**config.mk**
```make
export PLATFORM = sky130hd
export DESIGN_NAME = tsc_capture
export DESIGN_NICKNAME = d
export VERILOG_FILES = /design/src/rtl/tsc_pkg.sv /design/src/rtl/tsc_sample_mem.sv /design/src/rtl/tsc_capture.sv
export SDC_FILE = /design/constraint.sdc
export NUM_CORES = 1
export LEC_CHECK = 0
export ABC_AREA = 1
export BUFFER_PORTS_ARGS = -buffer_cell sky130_fd_sc_hd__buf_2
export CAP_MARGIN = 20
export CORE_ASPECT_RATIO = 1.1
export CORE_MARGIN = 2
export CORE_UTILIZATION = 30
export CTS_CLUSTER_DIAMETER = 50
export DETAILED_ROUTE_END_ITERATION = 10
export PLACE_DENSITY = 0.43
export SETUP_SLACK_MARGIN = 0.3
export SLEW_MARGIN = 0
export SYNTH_ARGS = -nofsm -noshare
export SYNTH_HDL_FRONTEND = slang
export SYNTH_HIERARCHICAL = 1
export SYNTH_SLANG_ARGS = --single-unit
```
**constraint.sdc**
```tcl
create_clock -name pclk -period 3.1 [get_ports pclk]
set_input_delay 0.62 -clock pclk [delete_from_list [all_inputs] [get_ports pclk]]
set_output_delay 0.62 -clock pclk [all_outputs]
set_load 0.1 [all_outputs]
```
**src/rtl/tsc_pkg.sv**
```systemverilog
// Package for the timestamp sample capture block: register map, fields, types.
// Assumes a 25 MHz pclk and a 12-bit APB byte address.
package tsc_pkg;
	localparam int          TSC_UNITS      = 2;
	localparam int          TSC_SAMPLES    = 2;
	localparam int          TSC_ROW_W      = 2;
	localparam int          PCLK_PERIOD_NS = 40;
	localparam int          SLOT_NS        = 8;
	localparam int          SLOTS_PER_CLK  = PCLK_PERIOD_NS / SLOT_NS;
	localparam logic [11:0] ADDR_UNIT_IDX  = 12'h520;
	localparam logic [11:0] ADDR_CTL       = 12'h550;
	localparam logic [11:0] ADDR_NS1       = 12'h554;
	localparam logic [11:0] ADDR_S1        = 12'h558;
	localparam logic [11:0] ADDR_PH1       = 12'h55C;
	localparam logic [11:0] ADDR_NS2       = 12'h560;
	localparam logic [11:0] ADDR_S2        = 12'h564;
	localparam logic [11:0] ADDR_PH2       = 12'h568;
	localparam int          IDX_UNIT_BIT   = 8;
	localparam int          NS_EDGE_BIT    = 30;
	localparam int          CTL_RISE_BIT   = 7;
	localparam int          CTL_FALL_BIT   = 6;
	localparam int          CTL_OVF_BIT    = 16;
	localparam int          CTL_CNT_LSB    = 17;
	localparam logic [3:0]  CNT_MAX        = 4'hF;
	localparam logic [3:0]  CNT_RST        = 4'h0;
	localparam logic [2:0]  SLOT_0NS       = 3'h0;
	localparam logic [2:0]  SLOT_8NS       = 3'h1;
	localparam logic [2:0]  SLOT_16NS      = 3'h2;
	localparam logic [2:0]  SLOT_24NS      = 3'h3;
	localparam logic [2:0]  SLOT_32NS      = 3'h4;
	localparam logic [31:0] REG_RST        = 32'h0000_0000;

	typedef struct packed {
		logic [31:0] secs;
		logic [29:0] nanos;
	} tsc_time_t;

	typedef struct packed {
		logic        rising;
		logic [2:0]  slot;
		tsc_time_t   t;
	} tsc_sample_t;

	localparam tsc_sample_t SAMPLE_RST = '0;

	typedef enum logic [1:0] {
		ST_IDLE   = 2'b00,
		ST_ANSWER = 2'b01
	} tsc_apb_st_t;

	function automatic logic [TSC_ROW_W-1:0] row_of(input logic unit, input logic second);
		return {unit, second};
	endfunction

	// Slot index 0..4 of the 40 ns period to its reported code
	function automatic logic [2:0] slot_code(input logic [2:0] idx);
		case (idx)
			3'h0:    return SLOT_0NS;
			3'h1:    return SLOT_8NS;
			3'h2:    return SLOT_16NS;
			3'h3:    return SLOT_24NS;
			default: return SLOT_32NS;
		endcase
	endfunction
endpackage

```
**src/rtl/tsc_sample_mem.sv**
```systemverilog
// Sample store: one row per unit and sample, one write port per unit.
// Assumes each unit writes only its own rows; read data are registered.
`timescale 1ns/1ps
module tsc_sample_mem
	import tsc_pkg::*;
#(
	parameter int UNITS = TSC_UNITS,
	parameter int ROWS  = TSC_UNITS * TSC_SAMPLES
) (
	input  wire logic                 pclk,
	input  wire logic                 presetn,
	input  wire logic                 ce,
	input  wire logic [UNITS-1:0]     we,
	input  wire logic [UNITS-1:0]     wsecond,
	input  wire tsc_sample_t          wdata [UNITS],
	input  wire logic [TSC_ROW_W-1:0] raddr,
	output tsc_sample_t               rdata
);
	tsc_sample_t mem_r [ROWS];

	always_ff @(posedge pclk or negedge presetn) begin
		if (!presetn) begin
			for (int i = 0; i < ROWS; i++) begin
				mem_r[i] <= SAMPLE_RST;
			end
			rdata <= SAMPLE_RST;
		end else if (ce) begin
			for (int u = 0; u < UNITS; u++) begin
				if (we[u]) begin
					mem_r[row_of(u[0], wsecond[u])] <= wdata[u];
				end
			end
			rdata <= mem_r[raddr];
		end
	end
endmodule // tsc_sample_mem

```
**src/rtl/tsc_capture.sv**
```systemverilog
// Timestamp input units: edge capture of the first two samples, APB registers.
// Assumes event pins and slot indices are asynchronous, ptp_time is on pclk.
//
// The APB interface to the registers is this design's own decision.
`timescale 1ns/1ps

// Notes on behaviour
// RQ1: Bit 8 of index register selects unit.
// RQ2: Nanoseconds bit 30 shows captured edge polarity.
// RQ3: Nanoseconds in 29:0, bit 31 zero.
// RQ4: Seconds register holds 32-bit captured seconds.
// RQ5: Phase code names 8ns slot, rest zero.
// RQ6: 16ns slot coded 010, avoiding reserved range.
// RQ7: Second sample has its own register set.
// RQ8: Capture only enabled rising or falling edges.
// RQ9: Count edges up to fifteen, at pclk rate.
// RQ10: Samples reset zero, written whole, read-only.
module tsc_capture
	import tsc_pkg::*;
#(
	parameter int NUM_UNITS = TSC_UNITS
) (
	input  wire logic                       pclk,
	input  wire logic                       presetn,
	input  wire logic                       ce,
	input  wire logic                       psel,
	input  wire logic                       penable,
	input  wire logic                       pwrite,
	input  wire logic [11:0]                paddr,
	input  wire logic [31:0]                pwdata,
	output logic      [31:0]                prdata,
	output logic                            pready,
	output logic                            pslverr,
	input  wire tsc_time_t                  ptp_time,
	input  wire logic [NUM_UNITS-1:0]       evt_pin,
	input  wire logic [NUM_UNITS-1:0][2:0]  evt_slot
);
	// Event synchronisers and edge history
	logic [NUM_UNITS-1:0]      evt_meta_r;
	logic [NUM_UNITS-1:0]      evt_sync_r;
	logic [NUM_UNITS-1:0]      evt_last_r;
	logic [NUM_UNITS-1:0][2:0] slot_meta_r;
	logic [NUM_UNITS-1:0][2:0] slot_sync_r;

	// Per unit control and count state
	logic [NUM_UNITS-1:0]      rise_en_r;
	logic [NUM_UNITS-1:0]      fall_en_r;
	logic [NUM_UNITS-1:0]      ovf_r;
	logic [3:0]                cnt_r     [NUM_UNITS];
	logic [3:0]                cnt_base  [NUM_UNITS];
	logic [3:0]                cnt_nxt   [NUM_UNITS];
	logic [NUM_UNITS-1:0]      ovf_nxt;
	logic [NUM_UNITS-1:0]      edge_rise;
	logic [NUM_UNITS-1:0]      edge_fall;
	logic [NUM_UNITS-1:0]      take;
	logic [NUM_UNITS-1:0]      rearm;
	logic [NUM_UNITS-1:0]      ctl_wr;
	logic [NUM_UNITS-1:0]      cap_we;
	logic [NUM_UNITS-1:0]      cap_second;
	tsc_sample_t               cap_data  [NUM_UNITS];

	// Register interface
	tsc_apb_st_t               state_r;
	tsc_apb_st_t               state_nxt;
	logic                      unit_sel_r;
	logic [31:0]               prdata_r;
	logic [31:0]               prdata_nxt;
	logic                      slverr_r;
	logic                      access;
	logic                      wr_fire;
	logic                      hit_idx;
	logic                      hit_ctl;
	logic                      hit_ns;
	logic                      hit_s;
	logic                      hit_ph;
	logic                      hit_second;
	logic                      hit_any;
	logic [TSC_ROW_W-1:0]      rd_row;
	tsc_sample_t               rd_sample;
	logic [31:0]               ns_word;
	logic [31:0]               s_word;
	logic [31:0]               ph_word;
	logic [31:0]               ctl_word;
	logic [31:0]               idx_word;

	// ---------------------------------------------------------------
	// Event input: two flip-flops, then edge detection on the second

	always_ff @(posedge pclk or negedge presetn) begin
		if (!presetn) begin
			evt_meta_r  <= '0;
			evt_sync_r  <= '0;
			evt_last_r  <= '0;
			slot_meta_r <= '0;
			slot_sync_r <= '0;
		end else if (ce) begin
			evt_meta_r  <= evt_pin;
			evt_sync_r  <= evt_meta_r;
			evt_last_r  <= evt_sync_r;
			slot_meta_r <= evt_slot;
			slot_sync_r <= slot_meta_r;
		end
	end

	assign edge_rise = evt_sync_r & ~evt_last_r;
	assign edge_fall = ~evt_sync_r & evt_last_r;
	assign take      = (edge_rise & rise_en_r) | (edge_fall & fall_en_r); // RQ8

	// ---------------------------------------------------------------
	// Per unit capture and counting

	for (genvar u = 0; u < NUM_UNITS; u++) begin : g_unit
		// Rearm in the same cycle as an edge still counts that edge
		assign ctl_wr[u]        = wr_fire && hit_ctl && (unit_sel_r == 1'(u));
		assign rearm[u]         = ctl_wr[u] && pwdata[CTL_OVF_BIT]; // RQ9
		assign cnt_base[u]      = rearm[u] ? CNT_RST : cnt_r[u];
		assign cap_we[u]        = take[u] && (cnt_base[u] < 4'(TSC_SAMPLES)); // RQ10
		assign cap_second[u]    = cnt_base[u][0]; // RQ7
		assign cap_data[u]      = '{
			rising: edge_rise[u], // RQ2
			slot:   slot_code(slot_sync_r[u]), // RQ6
			t:      ptp_time // RQ4
		};
		assign cnt_nxt[u]       = !take[u] ? cnt_base[u]
			: (cnt_base[u] == CNT_MAX) ? CNT_MAX : cnt_base[u] + 4'h1; // RQ9
		assign ovf_nxt[u]       = (ovf_r[u] && !rearm[u])
			|| (take[u] && (cnt_base[u] == CNT_MAX)); // RQ9
	end

	always_ff @(posedge pclk or negedge presetn) begin
		if (!presetn) begin
			for (int i = 0; i < NUM_UNITS; i++) begin
				cnt_r[i] <= CNT_RST;
			end
			ovf_r     <= '0;
			rise_en_r <= '0;
			fall_en_r <= '0;
		end else if (ce) begin
			for (int i = 0; i < NUM_UNITS; i++) begin
				cnt_r[i] <= cnt_nxt[i]; // RQ9
				if (ctl_wr[i]) begin
					rise_en_r[i] <= pwdata[CTL_RISE_BIT]; // RQ8
					fall_en_r[i] <= pwdata[CTL_FALL_BIT]; // RQ8
				end
			end
			ovf_r <= ovf_nxt; // RQ9
		end
	end

	// Whole samples are written in one cycle, so a read never sees a mix
	tsc_sample_mem #(
		.UNITS (NUM_UNITS),
		.ROWS  (NUM_UNITS * TSC_SAMPLES)
	) u_mem (
		.pclk    (pclk),
		.presetn (presetn),
		.ce      (ce),
		.we      (cap_we),
		.wsecond (cap_second),
		.wdata   (cap_data),
		.raddr   (rd_row),
		.rdata   (rd_sample)
	); // RQ10

	// ---------------------------------------------------------------
	// APB decode: the sample row is read during setup, the word
	// is registered in the first access cycle, pready in the second

	assign hit_idx    = (paddr == ADDR_UNIT_IDX);
	assign hit_ctl    = (paddr == ADDR_CTL);
	assign hit_ns     = (paddr == ADDR_NS1) || (paddr == ADDR_NS2);
	assign hit_s      = (paddr == ADDR_S1) || (paddr == ADDR_S2);
	assign hit_ph     = (paddr == ADDR_PH1) || (paddr == ADDR_PH2);
	assign hit_second = (paddr == ADDR_NS2) || (paddr == ADDR_S2) || (paddr == ADDR_PH2); // RQ7
	assign hit_any    = hit_idx || hit_ctl || hit_ns || hit_s || hit_ph;
	assign rd_row     = row_of(unit_sel_r, hit_second); // RQ1

	assign access  = psel && penable;
	assign pready  = access && (state_r == ST_ANSWER) && ce;
	assign wr_fire = pready && pwrite;
	assign pslverr = pready && slverr_r;
	assign prdata  = prdata_r;

	assign ns_word  = {1'b0, rd_sample.rising, rd_sample.t.nanos}; // RQ3
	assign s_word   = rd_sample.t.secs; // RQ4
	assign ph_word  = {29'h0000000, rd_sample.slot}; // RQ5
	assign idx_word = 32'(unit_sel_r) << IDX_UNIT_BIT;
	assign ctl_word = (32'(cnt_r[unit_sel_r]) << CTL_CNT_LSB)
		| (32'(ovf_r[unit_sel_r]) << CTL_OVF_BIT)
		| (32'(rise_en_r[unit_sel_r]) << CTL_RISE_BIT)
		| (32'(fall_en_r[unit_sel_r]) << CTL_FALL_BIT);

	assign prdata_nxt = hit_ns  ? ns_word
		: hit_s   ? s_word
		: hit_ph  ? ph_word
		: hit_ctl ? ctl_word
		: hit_idx ? idx_word
		: REG_RST;

	always_comb begin
		state_nxt = state_r;
		case (state_r)
			ST_IDLE: begin
				if (access) begin
					state_nxt = ST_ANSWER;
				end
			end
			ST_ANSWER: begin
				state_nxt = ST_IDLE;
			end
			default: begin
				state_nxt = ST_IDLE;
			end
		endcase
	end

	always_ff @(posedge pclk or negedge presetn) begin
		if (!presetn) begin
			state_r  <= ST_IDLE;
			prdata_r <= REG_RST;
			slverr_r <= 1'b0;
		end else if (ce) begin
			state_r <= state_nxt;
			if (access && (state_r == ST_IDLE)) begin
				prdata_r <= pwrite ? REG_RST : prdata_nxt;
				slverr_r <= !hit_any;
			end
		end
	end

	always_ff @(posedge pclk or negedge presetn) begin
		if (!presetn) begin
			unit_sel_r <= 1'b0;
		end else if (ce && wr_fire && hit_idx) begin
			unit_sel_r <= pwdata[IDX_UNIT_BIT]; // RQ1
		end
	end
endmodule // tsc_capture

```
==> flow_summary.yaml <==
placement:
  gpl.final_weighted_congestion: 0.754
  io_buffers: 125
  post-place-cells: 3367
  dp_hpwl_um: 34600
  placed_cell_area_um2: 20500
logic_synthesis:
  synth.most_common_cell: "nand2_1"
  ys_async_sr_fraction_pct: 100
  synth_area_leaders: "dfrtp_1 52%, nand2_1 19%, inv_1 8.4%"
  synth_top_flop_cell: "dfrtp_1"
  seq_area_frac_synth_pct: 51.9
  ys_types: 41
  synth-edff-count: 0
  synth_top_area_share_pct: 51.9
  synth-seq-cells: 397
  syn_inst: 2496
  yosys_warnings: 6
  synthesis.nets: 2618
  yosys.area.top_type: "dfrtp_1"
  syn_area_um2: 19200
  synth_common_cells: "975 x nand2_1, 428 x inv_1, 397 x dfrtp_1"
  syn_avg_cell_area_um2: 7.68
sta:
  slew_viol_final: 0
  rsz0062_at_grt: "no"
  hold_viol_final: 0
  worstMarginPinSlew_ns: 0.846
  min_period_ns: 2.56
  whs_ns: 0.0439
  slew_headroom_pct: 43.5
  fin_skew_ns: 0.0219
  max_freq_mhz: 390
  fin_crit_sh_pct: 82.6
  setup_violations: 0
  fin_tns_setup_ns: 0
clocking:
  post_cts_resized: 0
  clk_path_buf_depth: 3
  numCtsBuffers: 55
  clock_sinks: 397
  cts_tree: "yes"
  cts_setup_buffers: 0
  htree_levels: 2
  clk_latency_ns: 0.61
  cts_hold_buf: 0
  clk_pin_slew_ns: 0.06
  cts_root_buffer: "clkbuf_16"
die:
  die_w_um: 245
  die_h_um: 269
  pin_count: 154
  num_rows: 97
  coreArea_um2: 63500
  die-area_um2: 65900
  start_util_pct: 30.2
routing:
  remaining_drc_errors: 0
  routedWlPerCell_um: 16.1
  dr.first_iter.drc_count: 928
  drt-vias-per-instance: 4.48
  wl_um: 55900
  vias: 15500
  drt-pass1-iter-count: 5
  drtAntennaViolNets: 0
layout:
  syn_to_final_growth_pct: 17.6
  nets: 2705
  fin_cells: 3469
  diodes: 0
  final_area_um2: 22500
  layout-drive-gt1-share_pct: 11.3
  fillerInstances: 6640
setup_path:
  worstPathRequired_ns: 3.54
  crit_path_start_kind: "flip-flop"
  cp_max_fo: 56
  cp-startpoint: "unit_sel_r"
  worstSetupPathType: "flip-flop to flip-flop"
  endpoint_kind: "flip-flop"
  r2r-start: "unit_sel_r"
  cp.arrival_ns: 3.00
run_status:
  outcome: "completed"
grt:
  grt_overflow: 0
  grt_antenna_before_repair: 1
  grt_pass1_vias: 15500
  grt_pass1_wl_um: 88900
  grt_use_total_pct: 17.4
  grt_max_degree: 125
worst_hold_path:
  hp-class: "input pin to async pin"
pwr:
  p_leak_uw: 0.0119
  pwr_density_cell_nw_per_um2: 561
  power.total_uw: 12700
  vdd_drop_max_mv: 0.377
flow_run:
  cap_violations: 0
==> path summary, 6_finish.rpt <==
check	endpoint	slack [ns]	depth (start not counted)
min in group pclk	slot_meta_r[2]	0.24	3
worst min-delay path	u_mem/mem_r[88]	0.04	1
worst min register to register	prdata[0]	0.47	2
max in group asynchronous	u_mem/rdata[47]	2.17	2
worst max-delay path	u_mem/mem_r[191]	0.54	10
worst max register to register	u_mem/mem_r[191]	0.54	10
==> final cells by class <==
cell class                 instances  area (um^2)  area share [%]
clock buffer                      75         1560            6.94
tap                              841         1050            4.67
clock inverter                    27          424            1.88
timing repair buffer             163         1120            4.99
sequential                       397         9940            44.1
inverter                         439         1650            7.32
multi-input combinational       1527         6780            30.1
==> cell families after synthesis <==
| family | Yosys count | synth area share [%] |
|---|---|---|
| simple gates | 1186 | 25.6 |
| buf+inv | 572 | 12.8 |
| flops | 397 | 51.9 |
| compound gates | 336 | 9.44 |
| mux | 3 | 0.157 |
| fa+ha+maj | 2 | 0.131 |
==> critical path: stages (launching register included) <==
cell     delay, ns
dfrtp_4       0.59
inv_1         0.29
nand4_4       0.22
nand2_2       0.13
inv_2         0.05
nor4_2        0.26
buf_4         0.18
nand3_4       0.08
buf_4         0.38
nand2_1       0.13
o21ai_0       0.08
==> metal layers <==
layer / vias up / track usage, % / part of all wire (%)
li1: 7768 / - / -
met1: 7420 / 23.9 / 47
met2: 281 / 29.0 / 47
met3: 69 / 2.19 / 3.6
met4: 0 / 4.70 / 1.8
met5: - / 0 / 0
==> sequential cells by signal, indices dropped and copies added (netlist names), 2 cells and up <==
name         count
evt_last_r       2
evt_meta_r       2
slot_meta_r      6
ovf_r            2
rise_en_r        2
cnt_r            8
u_mem/mem_r    264
u_mem/rdata     66
prdata          32
fall_en_r        2
evt_sync_r       2
slot_sync_r      6
==> through the flow <==
| step | setup WS [ns] | util [%] |
|---|---|---|
| 6_report | 0.539 | 35.5 |
| 3_5_place_dp | 0.174 | 32.4 |
| 5_1_grt | 0.310 | 35.5 |
| 3_3_place_gp | 0.190 | 32.4 |
| 2_1_floorplan | 0.313 | - |
| 4_1_cts | 0.527 | 35.5 |
==> report_power, final <==
part | leakage [uW] | total, uW | internal (uW) | switching (uW)
logic | 0.00554 | 513 | 151 | 362
clock network | 0.000951 | 6830 | 4370 | 2460
registers | 0.00543 | 5310 | 5270 | 46.5
==> cell usage in the layout (no fill, tap or decap), types with 11 or more instances in the layout <==
master     netlist  layout
nand2_1        975     975
inv_1          428     427
dfrtp_1        397     396
o21ai_0        263     263
nand3_1        157     157
buf_2           56     123
clkbuf_16        0      57
o21ai_1         35      35
buf_4           12      23
a22o_1          21      21
nor2_1          17      17
buf_12           0      16
clkbuf_1        38      11
(Power assumes the default switching activity.)
